**src/verilog/wpi_pkg.sv**
```systemverilog
`default_nettype none
package wpi_pkg;

   // Register indices on the plain register port
   localparam logic [3:0] REG_IFACE_CONFIG   = 4'h0;
   localparam logic [3:0] REG_CTRL_OUT_CFG   = 4'h1;
   localparam logic [3:0] REG_EP_FIFO_CFG    = 4'h2;
   localparam logic [3:0] REG_WAVE_ADDR_L    = 4'h3;
   localparam logic [3:0] REG_WAVE_ADDR_H    = 4'h4;
   localparam logic [3:0] REG_PORT_FUNC      = 4'h5;
   localparam logic [3:0] REG_PORT_OE        = 4'h6;
   localparam logic [3:0] REG_WAVE_CTRL      = 4'h7;
   localparam logic [3:0] REG_PACE_STATUS    = 4'h8;
   localparam logic [3:0] REG_PORT_B_OUT     = 4'h9;
   localparam logic [3:0] REG_PORT_D_OUT     = 4'hA;
   localparam logic [3:0] REG_FIFO_BUS_IN    = 4'hB;

   // iface_config fields
   localparam int IFC_CLK_INT_BIT   = 7;
   localparam int IFC_CLK_OE_BIT    = 5;
   localparam int IFC_CLK_INV_BIT   = 4;
   localparam int IFC_PACE_SYNC_BIT = 3;
   localparam int IFC_STATE_OE_BIT  = 2;
   localparam logic [1:0] IFC_FUNC_WAVE = 2'h2;
   localparam logic [7:0] IFC_RESET     = 8'h80;

   // control_output_config fields
   localparam int CTL_TRISTATE_BIT = 7;
   localparam logic [7:0] CTL_CFG_RESET = 8'h00;

   // endpoint FIFO config: wide bus bits per endpoint, default all set
   localparam logic [3:0] EP_WIDE_RESET = 4'hF;

   // wave control register fields
   localparam int WC_INC_BIT   = 7;
   localparam int WC_STATE_LSB = 0;

   localparam logic [8:0] ADDR_RESET = 9'h000;

   // Pace input async sample delay, 24 ns counted in system clock cycles, at least one
   localparam real PACE_DELAY_NS = 24.0;

   typedef struct packed {
      logic [3:0] addr;
      logic [7:0] wdata;
      logic       wr;
      logic       rd;
   } wpi_reg_req_t;

   typedef struct packed {
      logic [15:0] o;
      logic [15:0] oe;
   } wpi_bus_drive_t;

endpackage : wpi_pkg
`default_nettype wire

```
**src/verilog/wpi_pin_interface.sv**
```systemverilog
// Decided for this implementation: the placing of the registers and the address-and-strobe port.
`timescale 1ns/1ps
`default_nettype none
module wpi_pin_interface
   import wpi_pkg::*;
#(
   parameter int CLK_PERIOD_NS = 100
)
(
   // Clock and reset
   input  wire logic                  SYS_CLK_I,
   input  wire logic                  RST_N_I,
   // Register port
   input  wire wpi_pkg::wpi_reg_req_t REG_REQ_I,
   output logic [7:0]                 REG_RDATA_O,
   // Waveform engine side
   input  wire logic [5:0]            WAVE_CTRL_I,
   input  wire logic [5:0]            WAVE_CTRL_FLOAT_I,
   input  wire logic                  WAVE_DATA_DRIVE_I,
   input  wire logic [15:0]           WAVE_DATA_I,
   input  wire logic                  WAVE_ADDR_INC_I,
   input  wire logic [2:0]            WAVE_STATE_I,
   output logic [5:0]                 PACE_LEVEL_O,
   output logic [1:0]                 PACE_ACTION_O,
   output logic [15:0]                WAVE_DATA_O,
   // Control outputs
   output logic [5:0]                 CTRL_OUT_O,
   output logic [5:0]                 CTRL_OUT_OE_O,
   // Pace inputs
   input  wire logic [5:0]            PACE_IN_I,
   // Data bus
   input  wire logic [15:0]           FIFO_BUS_I,
   output logic [15:0]                FIFO_BUS_O,
   output logic [15:0]                FIFO_BUS_OE_O,
   // Address outputs
   output logic [8:0]                 WAVE_ADDR_OUT_O,
   output logic [8:0]                 WAVE_ADDR_OUT_OE_O,
   // Interface clock pin
   input  wire logic                  IFACE_CLOCK_I,
   output logic                       IFACE_CLOCK_O,
   output logic                       IFACE_CLOCK_OE_O,
   output logic                       IFACE_EDGE_O,
   // State number outputs
   output logic [2:0]                 STATE_NUM_OUT_O,
   output logic [2:0]                 STATE_NUM_OUT_OE_O
);
   import wpi_pkg::*;

   localparam int PACE_DLY_CYC_RAW = int'(PACE_DELAY_NS) / CLK_PERIOD_NS;
   localparam int PACE_DLY_CYC = (PACE_DLY_CYC_RAW < 1) ? 1 : PACE_DLY_CYC_RAW;

   typedef enum logic [2:0] {
      PA_CONTINUE = 3'b001,
      PA_WAIT     = 3'b010,
      PA_REPEAT   = 3'b100
   } wpi_pace_t;

   logic [7:0]  iface_config_r;
   logic [7:0]  control_output_config_r;
   logic [3:0]  endpoint_fifo_config_r;
   logic [8:0]  wave_addr_value_r;
   logic [7:0]  port_function_r;
   logic [7:0]  port_output_enable_r;
   logic [7:0]  wave_ctrl_r;
   logic [7:0]  port_b_a_r;
   logic [7:0]  port_d_b_r;
   logic [7:0]  rdata_r;
   logic [5:0]  pace_s1_r;
   logic [5:0]  pace_s2_r;
   logic [5:0]  pace_dly_r [PACE_DLY_CYC];
   logic [5:0]  pace_seen;
   logic [15:0] bus_s1_r;
   logic [15:0] bus_s2_r;
   logic [2:0]  clk_sync_r;
   logic        clk_edge;
   logic        clk_out_r;
   logic [5:0]  ctrl_o_r;
   logic [5:0]  ctrl_oe_r;
   logic [15:0] bus_o_r;
   logic [15:0] bus_oe_r;
   logic [8:0]  addr_oe_r;
   logic [2:0]  state_o_r;
   logic [2:0]  state_oe_r;
   wpi_pace_t   pace_act;
   logic        wave_mode;
   logic        wide_bus;
   logic        tri_mode;
   logic        open_drain;
   logic        wr_addr_l;
   logic        wr_addr_h;

   assign wave_mode  = iface_config_r[1:0] == IFC_FUNC_WAVE;
   assign wide_bus   = |endpoint_fifo_config_r;
   assign tri_mode   = control_output_config_r[CTL_TRISTATE_BIT];
   assign open_drain = !tri_mode && (|control_output_config_r[6:0]);
   assign wr_addr_l  = REG_REQ_I.wr && REG_REQ_I.addr == REG_WAVE_ADDR_L;
   assign wr_addr_h  = REG_REQ_I.wr && REG_REQ_I.addr == REG_WAVE_ADDR_H;

   // Configuration registers
   always_ff @(posedge SYS_CLK_I or negedge RST_N_I)
   begin
      if (!RST_N_I)
      begin
         iface_config_r          <= IFC_RESET;
         control_output_config_r <= CTL_CFG_RESET;
         endpoint_fifo_config_r  <= EP_WIDE_RESET;
         port_function_r         <= 8'h00;
         port_output_enable_r    <= 8'h00;
         wave_ctrl_r             <= 8'h00;
         port_b_a_r              <= 8'h00;
         port_d_b_r              <= 8'h00;
      end
      else if (REG_REQ_I.wr)
      begin
         case (REG_REQ_I.addr)
            REG_IFACE_CONFIG: iface_config_r          <= REG_REQ_I.wdata;
            REG_CTRL_OUT_CFG: control_output_config_r <= REG_REQ_I.wdata;
            REG_EP_FIFO_CFG:  endpoint_fifo_config_r  <= REG_REQ_I.wdata[3:0];
            REG_PORT_FUNC:    port_function_r         <= REG_REQ_I.wdata;
            REG_PORT_OE:      port_output_enable_r    <= REG_REQ_I.wdata;
            REG_WAVE_CTRL:    wave_ctrl_r             <= REG_REQ_I.wdata;
            REG_PORT_B_OUT:   port_b_a_r              <= REG_REQ_I.wdata;
            REG_PORT_D_OUT:   port_d_b_r              <= REG_REQ_I.wdata;
            default:          ;
         endcase
      end
   end

   // Address counter: software load beats an increment in the same cycle
   always_ff @(posedge SYS_CLK_I or negedge RST_N_I)
   begin
      if (!RST_N_I)
         wave_addr_value_r <= ADDR_RESET;
      else if (wr_addr_l)
         wave_addr_value_r <= {wave_addr_value_r[8], REG_REQ_I.wdata};
      else if (wr_addr_h)
         wave_addr_value_r <= {REG_REQ_I.wdata[0], wave_addr_value_r[7:0]};
      else if (wave_mode && clk_edge && WAVE_ADDR_INC_I)
         wave_addr_value_r <= wave_addr_value_r + 9'h001;
   end

   // Read data, one cycle after the strobe
   always_ff @(posedge SYS_CLK_I or negedge RST_N_I)
   begin
      if (!RST_N_I)
         rdata_r <= 8'h00;
      else if (REG_REQ_I.rd)
      begin
         case (REG_REQ_I.addr)
            REG_IFACE_CONFIG: rdata_r <= iface_config_r;
            REG_CTRL_OUT_CFG: rdata_r <= control_output_config_r;
            REG_EP_FIFO_CFG:  rdata_r <= {4'h0, endpoint_fifo_config_r};
            REG_WAVE_ADDR_L:  rdata_r <= wave_addr_value_r[7:0];
            REG_WAVE_ADDR_H:  rdata_r <= {7'h00, wave_addr_value_r[8]};
            REG_PORT_FUNC:    rdata_r <= port_function_r;
            REG_PORT_OE:      rdata_r <= port_output_enable_r;
            REG_WAVE_CTRL:    rdata_r <= wave_ctrl_r;
            REG_PACE_STATUS:  rdata_r <= {pace_act[2:1], pace_seen};
            REG_PORT_B_OUT:   rdata_r <= port_b_a_r;
            REG_PORT_D_OUT:   rdata_r <= port_d_b_r;
            REG_FIFO_BUS_IN:  rdata_r <= bus_s2_r[7:0];
            default:          rdata_r <= 8'h00;
         endcase
      end
      else
         rdata_r <= 8'h00;
   end
   assign REG_RDATA_O = rdata_r;

   // Interface clock pin sampled into the system clock domain
   always_ff @(posedge SYS_CLK_I or negedge RST_N_I)
   begin
      if (!RST_N_I)
         clk_sync_r <= 3'b000;
      else
         clk_sync_r <= {clk_sync_r[1:0], IFACE_CLOCK_I};
   end

   // Internal source toggles every system cycle, so an edge every two
   always_ff @(posedge SYS_CLK_I or negedge RST_N_I)
   begin
      if (!RST_N_I)
         clk_out_r <= 1'b0;
      else
         clk_out_r <= !clk_out_r;
   end

   always_comb
   begin
      if (iface_config_r[IFC_CLK_INT_BIT])
         clk_edge = !clk_out_r;
      else if (iface_config_r[IFC_CLK_INV_BIT])
         clk_edge = clk_sync_r[2] && !clk_sync_r[1];
      else
         clk_edge = !clk_sync_r[2] && clk_sync_r[1];
   end
   assign IFACE_EDGE_O     = clk_edge;
   assign IFACE_CLOCK_O    = clk_out_r ^ iface_config_r[IFC_CLK_INV_BIT];
   assign IFACE_CLOCK_OE_O = iface_config_r[IFC_CLK_INT_BIT]
                             && iface_config_r[IFC_CLK_OE_BIT];

   // Pace inputs: two-stage sync, then optional async delay line
   always_ff @(posedge SYS_CLK_I or negedge RST_N_I)
   begin
      if (!RST_N_I)
      begin
         pace_s1_r <= 6'h00;
         pace_s2_r <= 6'h00;
         bus_s1_r  <= 16'h0000;
         bus_s2_r  <= 16'h0000;
      end
      else
      begin
         pace_s1_r <= PACE_IN_I;
         pace_s2_r <= pace_s1_r;
         bus_s1_r  <= FIFO_BUS_I;
         bus_s2_r  <= bus_s1_r;
      end
   end

   always_ff @(posedge SYS_CLK_I or negedge RST_N_I)
   begin
      if (!RST_N_I)
      begin
         for (int i = 0; i < PACE_DLY_CYC; i++)
            pace_dly_r[i] <= 6'h00;
      end
      else
      begin
         pace_dly_r[0] <= pace_s2_r;
         for (int i = 1; i < PACE_DLY_CYC; i++)
            pace_dly_r[i] <= pace_dly_r[i-1];
      end
   end

   // Async sampling sees the older value
   assign pace_seen = iface_config_r[IFC_PACE_SYNC_BIT] ? pace_s2_r
                                                        : pace_dly_r[PACE_DLY_CYC-1];
   assign PACE_LEVEL_O = pace_seen;

   // Bit 0 held low waits, bit 1 low asks for a repeat, else continue
   always_comb
   begin
      if (!pace_seen[0])
         pace_act = PA_WAIT;
      else if (!pace_seen[1])
         pace_act = PA_REPEAT;
      else
         pace_act = PA_CONTINUE;
   end
   assign PACE_ACTION_O = {pace_act == PA_REPEAT, pace_act == PA_WAIT};

   // Read data lanes: low lane is the first byte of each pair
   assign WAVE_DATA_O = wide_bus ? bus_s2_r : {8'h00, bus_s2_r[7:0]};

   // Control outputs update once per interface clock edge
   always_ff @(posedge SYS_CLK_I or negedge RST_N_I)
   begin
      if (!RST_N_I)
      begin
         ctrl_o_r  <= 6'h3F;
         ctrl_oe_r <= 6'h00;
      end
      else if (!wave_mode)
      begin
         ctrl_o_r  <= 6'h3F;
         ctrl_oe_r <= 6'h00;
      end
      else if (clk_edge)
      begin
         ctrl_o_r <= WAVE_CTRL_I;
         if (tri_mode)
            ctrl_oe_r <= {2'b00, ~WAVE_CTRL_FLOAT_I[3:0]};
         else if (open_drain)
            ctrl_oe_r <= ~WAVE_CTRL_I;
         else
            ctrl_oe_r <= 6'h3F;
      end
   end
   assign CTRL_OUT_O    = open_drain ? 6'h00 : ctrl_o_r;
   assign CTRL_OUT_OE_O = ctrl_oe_r;

   // Data bus lanes
   always_ff @(posedge SYS_CLK_I or negedge RST_N_I)
   begin
      if (!RST_N_I)
      begin
         bus_o_r  <= 16'h0000;
         bus_oe_r <= 16'h0000;
      end
      else if (!wave_mode)
      begin
         bus_o_r  <= {port_d_b_r, port_b_a_r};
         bus_oe_r <= {{8{port_output_enable_r[1]}}, {8{port_output_enable_r[0]}}};
      end
      else if (clk_edge)
      begin
         bus_o_r[7:0]  <= WAVE_DATA_I[7:0];
         bus_oe_r[7:0] <= {8{WAVE_DATA_DRIVE_I}};
         if (wide_bus)
         begin
            bus_o_r[15:8]  <= WAVE_DATA_I[15:8];
            bus_oe_r[15:8] <= {8{WAVE_DATA_DRIVE_I}};
         end
         else
         begin
            bus_o_r[15:8]  <= port_d_b_r;
            bus_oe_r[15:8] <= {8{port_output_enable_r[1]}};
         end
      end
   end
   assign FIFO_BUS_O    = bus_o_r;
   assign FIFO_BUS_OE_O = bus_oe_r;

   // Address outputs follow the counter directly
   always_ff @(posedge SYS_CLK_I or negedge RST_N_I)
   begin
      if (!RST_N_I)
         addr_oe_r <= 9'h000;
      else
         addr_oe_r <= {9{port_function_r[0] | port_output_enable_r[2]}};
   end
   assign WAVE_ADDR_OUT_O    = wave_addr_value_r;
   assign WAVE_ADDR_OUT_OE_O = addr_oe_r;

   // State number outputs override port E function bits
   always_ff @(posedge SYS_CLK_I or negedge RST_N_I)
   begin
      if (!RST_N_I)
      begin
         state_o_r  <= 3'h0;
         state_oe_r <= 3'h0;
      end
      else if (iface_config_r[IFC_STATE_OE_BIT])
      begin
         state_oe_r <= 3'h7;
         if (clk_edge)
            state_o_r <= WAVE_STATE_I;
      end
      else
      begin
         state_oe_r <= 3'h0;
         state_o_r  <= 3'h0;
      end
   end
   assign STATE_NUM_OUT_O    = state_o_r;
   assign STATE_NUM_OUT_OE_O = state_oe_r;

endmodule : wpi_pin_interface
`default_nettype wire

```
**config.mk**
```make
export PLATFORM = sky130hd
export DESIGN_NAME = wpi_pin_interface
export DESIGN_NICKNAME = d
export VERILOG_FILES = /design/src/verilog/wpi_pkg.sv /design/src/verilog/wpi_pin_interface.sv
export SDC_FILE = /design/constraint.sdc
export NUM_CORES = 1
export LEC_CHECK = 0
export BUFFER_PORTS_ARGS = -buffer_cell sky130_fd_sc_hd__buf_2
export CORE_AREA = 2 2 120 122
export DETAILED_ROUTE_END_ITERATION = 10
export DIE_AREA = 0 0 122 124
export GPL_TIMING_DRIVEN = 0
export HOLD_SLACK_MARGIN = 0.03
export PLACE_DENSITY_LB_ADDON = 0.12
export SYNTH_ARGS = -nofsm -noshare
export SYNTH_HDL_FRONTEND = slang
export SYNTH_SLANG_ARGS = --single-unit
export TNS_END_PERCENT = 50
```
**constraint.sdc**
```tcl
create_clock -name SYS_CLK_I -period 2.2 [get_ports SYS_CLK_I]
set_input_delay 0.22 -clock SYS_CLK_I [delete_from_list [all_inputs] [get_ports SYS_CLK_I]]
set_output_delay 0.22 -clock SYS_CLK_I [all_outputs]
set_load 0.02 [all_outputs]
```
Word level (Yosys, flattened, before mapping)
Index checks and enable logic that the tools add are counted.
{"block": "word_totals", "register_bits": 182}
{"block": "classes", "addsub": 1, "eq_ne": 17, "muxes": 27, "bitwise": 5, "reduce_logical": 27}
{"op": "8-bit case mux with 12 select lines", "count": 1}
{"op": "16-bit two-way mux", "count": 5}
{"op": "6-bit two-way mux", "count": 8}
{"op": "8-bit two-way mux", "count": 4}
{"op": "2-bit AND reduction", "count": 10}
{"op": "9-bit two-way mux", "count": 2}
{"op": "4-bit by 3-bit equality test with 1-bit output, second input constant", "count": 4}
{"op": "4-bit equality test, second input constant", "count": 4}
{"op": "3-bit two-way mux", "count": 5}
{"op": "9-bit by 1-bit adder with 9-bit output, second input constant", "count": 1}
{"op": "4-bit by 2-bit equality test with 1-bit output, second input constant", "count": 2}
{"op": "1-bit logical AND", "count": 8}
{"op": "7-bit OR reduction", "count": 1}
{"op": "6-bit NOT", "count": 1}
{"op": "4-bit by 1-bit equality test with 1-bit output, second input constant", "count": 1}
{"op": "1-bit zero test", "count": 4}
{"op": "4-bit zero test", "count": 1}
{"op": "2-bit != test, second input constant", "count": 2}
{"op": "4-bit NOT", "count": 1}
{"op": "2-bit nonzero test", "count": 2}
{"op": "4-bit OR reduction", "count": 1}
{"op": "3-bit by 2-bit equality test with 1-bit output, second input constant", "count": 1}
{"op": "3-bit equality test, second input constant", "count": 1}
{"op": "2-bit equality test, second input constant", "count": 1}
{"op": "5 further kinds", "count": 6}

Depth between registers and ports, before layout
{"block": "logic_depth", "ltp_word": 9, "mapped_depth": 7, "depth_no_buf": 6}

Worst setup path before layout
OpenSTA, ideal clock, no wires.
{"block": "synth_path", "kind": "reg2reg", "from": "register iface_config_r[4]", "to": "register bus_o_r[5], in the netlist FIFO_BUS_O[5]", "setup_ns": 0.141, "arrival_ns": 1.598, "required_time_ns": 2.059, "path_slack_ns": 0.461, "stages_incl_launch_ff": 8, "n_path_buf": 2, "synth_period_minus_slack_ns": 1.739, "path_cell_list": "dfrtp_1 > and3b_1 > o31ai_4 > inv_2 > buf_2 > buf_2 > nand2_1 > a31oi_1"}
{"block": "synth_between", "elab_chain_len": 3}
{"element": "start: declaration", "line_no": "wpi_pin_interface.sv:58", "rtl": "logic [7:0] iface_config_r;"}
{"element": "start signal: assignment", "line_no": "wpi_pin_interface.sv:116", "rtl": "REG_IFACE_CONFIG: iface_config_r <= REG_REQ_I.wdata;"}
{"element": "1-bit two-way mux", "line_no": "wpi_pin_interface.sv:192", "rtl": "else if (iface_config_r[IFC_CLK_INV_BIT])"}
{"element": "1-bit two-way mux", "line_no": "wpi_pin_interface.sv:190", "rtl": "if (iface_config_r[IFC_CLK_INT_BIT])"}
{"element": "named net IFACE_EDGE_O", "line_no": "wpi_pin_interface.sv:42", "rtl": "output logic IFACE_EDGE_O,"}
{"element": "2-bit != test (no source line)"}
{"element": "end signal: assignment", "line_no": "wpi_pin_interface.sv:293", "rtl": "bus_o_r <= {port_d_b_r, port_b_a_r};"}
{"element": "end signal: assignment", "line_no": "wpi_pin_interface.sv:298", "rtl": "bus_o_r[7:0] <= WAVE_DATA_I[7:0];"}
{"element": "end: declaration", "line_no": "wpi_pin_interface.sv:79", "rtl": "logic [15:0] bus_o_r;"}
The timed path passes the listed nets, and every way through them passes these cells.
A chain may end at the register's enable or synchronous reset.

Final worst setup path
{"block": "layout_path", "from": "register iface_config_r[4]", "to": "output IFACE_EDGE_O"}
{"block": "layout_between", "elab_chain_len": 2}
{"element": "1-bit two-way mux", "line_no": "wpi_pin_interface.sv:192"}
{"element": "1-bit two-way mux", "line_no": "wpi_pin_interface.sv:190"}
{"element": "end: declaration", "line_no": "wpi_pin_interface.sv:42"}
Every way passes these cells.

==> results by group <==
Placed design
  – Placed cell areas: 8420 µm²
  – Dpl cells: 977
  – Gp weighted congestion: 0.941
  – Port bufs: 171
  – HPWL Detailed: 14900 µm

Finish
  – Filler cell count: 1073
  – Post-route cell area: 9290 µm²
  – Fin cells: 1036
  – Antenna fix cells: 0
  – Layout cells sized above 1: 0.408
  – Syn-to-layout area delta: 27.2%
  – Nets@finish: 916

Logic synthesis
  – Number of synthesized register bits: 166
  – Syn. warnings: 0
  – Syn Nets: 698
  – Syn Area/Cell: 11.7 µm²
  – Post-synth top area cell: dfrtp_1
  – Top_reg_cell synth: dfrtp_1
  – Synth cell types: 63
  – Post-synthesis async set-or-reset flop share: 1.00
  – Most common cell in the netlist: dfrtp_1
  – Share of the synthesized area in the top cell type: 0.531
  – Register area share after synthesis: 0.571
  – Post-synth EDFFs: 0
  – Cell Area, Synth: 7300 µm²
  – Top cells by area, synth: dfrtp_1 53%, mux2_2 10%, dfstp_2 4.0%
  – Cells after Synth: 625
  – Post-synth top cells: 155 x dfrtp_1, 75 x nand2_1, 67 x mux2_2

STA
  – Slew Limit Fails: 0
  – Tcrit/Tclk final: 0.964
  – Fin. Hold Viols: 0
  – Fmax: 471 MHz
  – Max transition margin: 0.457
  – Fin Clk Skew: 0.00593 ns
  – Tightest Pin Transition: 0.808 ns
  – Final TNS setup: 0 ns
  – Final min period: 2.12 ns
  – RSZ-0062 raised after global routing: true
  – Final Setup Violations: 0
  – WHS: 0.0392 ns

Routing
  – Drt drc: 0
  – DR vias: 5747
  – DR iter-0 viols: 458
  – Drt pass-1 iters: 5
  – WL final: 20800 µm
  – Wirelength per Cell: 20.0 µm
  – Post-route ant nets: 0
  – Avg Vias per Cell: 5.55

CTS
  – Clock Sinks: 166
  – Clock slew at reported path FFs: 0.06 ns
  – CTS tree: yes
  – Buffer depth of the longest clock path: 2
  – CTS H-tree depth: 4
  – Clock root buffer: clkbuf_16
  – TritonCTS Buffers: 17
  – Clock Latency Late Sink: 0.42 ns

Setup path
  – WS Path Type: reg2out
  – Arrival time at the worst endpoint: 1.90 ns
  – CP Max Fanout: 11
  – Critical-path top delay cell: dfrtp_1
  – Crit path buffers/inverters: 3
  – Startpoint types: flop
  – Worst EP required: 1.98 ns
  – Worst path max stage delay: 0.46 ns
  – Worst path top cell family by delay: buffers and inverters
  – CP endpoint kind: primary output
  – Worst-path cell chain: and3b_1 > o31ai_4 > inv_2 > buf_4 > buf_2

Global route
  – Vias in the first global route: 5707
  – First-pass GRT wire length: 31800 µm
  – Largest net degree at the start of global routing: 99
  – Total grt overflow: 0
  – GR Util All Layers: 0.286
  – Initial antenna violation count: 0

Floorplanning
  – Die height: 124 µm
  – I/O pins: 175
  – DIE WIDTH: 122 µm
  – Row count: 43
  – Starting Density: 0.532
  – CORE AREA: 13700 µm²
  – Die ar.: 15100 µm²

Power
  – Leak: 4.34 nW
  – Pwr dens: 1070 nW/µm²
  – VDD IR max: 0.000578 V
  – Final Power: 9.96 mW

Job
  – Max-Cap Viols: 0

Run status
  – Status: complete, no violations

Min path
  – Worst Hold Class: in2reg
## flip-flops by register name, indices dropped and copies added (netlist names), 4 cells and up
register                 count
port_output_enable_r         8
CTRL_OUT_OE_O                6
endpoint_fifo_config_r       4
iface_config_r               8
bus_s2_r                    16
pace_s1_r                    6
wave_ctrl_r                  8
FIFO_BUS_O                  16
pace_dly_r                   6
port_function_r              8
port_d_b_r                   8
ctrl_o_r                     6
WAVE_ADDR_OUT_O              9
port_b_a_r                   8
bus_s1_r                    16
REG_RDATA_O                  8
pace_s2_r                    6
control_output_config_r      8
## final timing paths
check | from | to | slack (ns) | cells past startpoint
worst max-delay path | iface_config_r[4] | IFACE_EDGE_O | 0.08 | 5
worst min-delay path | WAVE_CTRL_I[0] | ctrl_o_r[0] | 0.04 | 3
worst max register to register | iface_config_r[4] | WAVE_ADDR_OUT_O[8] | 0.14 | 6
worst min register to register | bus_s1_r[6] | bus_s2_r[6] | 0.35 | 0
max in group asynchronous | RST_N_I | ctrl_o_r[0] | 0.93 | 3
min in group asynchronous | RST_N_I | bus_s1_r[13] | 0.36 | 2
## kinds of logic after synthesis
kind of cell | count (synthesis) | share of synthesized area
AOI/OAI and AO/OA | 112 | 0.107
buffers and inverters | 69 | 0.0564
muxes | 87 | 0.131
DFF | 166 | 0.571
and+or+nand+nor | 186 | 0.129
xor gates and xnor gates | 4 | 0.00480
adders and majority gates | 1 | 0.00171
## cells in the final DEF (no fill, tap or decap), types with 7 or more instances in the layout
| master | synthesis | routed |
|---|---|---|
| a31oi_1 | 11 | 11 |
| mux2_2 | 67 | 67 |
| a21oi_1 | 20 | 19 |
| a221oi_1 | 10 | 10 |
| dfrtp_1 | 155 | 155 |
| dlygate4sd3_1 | 0 | 27 |
| nand2_1 | 75 | 75 |
| o21ai_0 | 20 | 20 |
| buf_2 | 17 | 185 |
| mux2i_1 | 20 | 20 |
| nor2b_1 | 20 | 20 |
| buf_4 | 35 | 37 |
| nand3_1 | 13 | 13 |
| clkbuf_1 | 7 | 9 |
| nor2_1 | 30 | 30 |
| dfstp_2 | 11 | 11 |
| clkbuf_16 | 0 | 17 |
| nand2b_1 | 7 | 7 |
## where the power goes
| group | switching (mW) | internal, mW |
|---|---|---|
| Combinational | 1.72 | 1.25 |
| Clock | 1.20 | 1.65 |
| Sequential | 0.505 | 3.64 |
| Total | 3.42 | 6.54 |
## worst register-to-register path, cell delays in order, from the launching register on
cell and delay [ns]:
dfrtp_1 0.46, nor3b_2 0.27, o31ai_4 0.11, buf_4 0.19, nor4_1 0.42, o21ai_0 0.16, a221o_1 0.33
## metal layers
metal / track usage / share of wire
met1: 0.382 / 0.43
met5: 0 / 0
met3: 0.0609 / 0.076
met2: 0.468 / 0.48
met4: 0.0948 / 0.019
## through the flow
stage	utilization	worst slack, ns
floorplan	-	0.461
global placement	0.611	-1.44
detailed placement	0.613	-0.189
CTS	0.677	-0.0507
global route	0.677	-0.000181
finish	0.677	0.0788
## area by class of cell
cell class,instances,area (µm²),area share
Clock buffer,22,474,0.0511
Buffer,61,383,0.0412
Tap cell,180,225,0.0242
Timing Repair Buffer,200,1170,0.126
Inverter,7,26.3,0.00283
Sequential cell,166,4170,0.449
Multi-Input combinational cell,390,2750,0.296
Clock inverter,10,97.6,0.0105
## timing repair
item                       in CTS  in global routing
cloned                          0                  0
hold buffers                   27                  0
setup endpoints to repair      24                  9
pin swaps                       1                  0
setup buffers                   1                  0
hold endpoints to repair       93                  0
resized for setup               3                  2
Note: power is estimated with default switching activity, not from simulation.
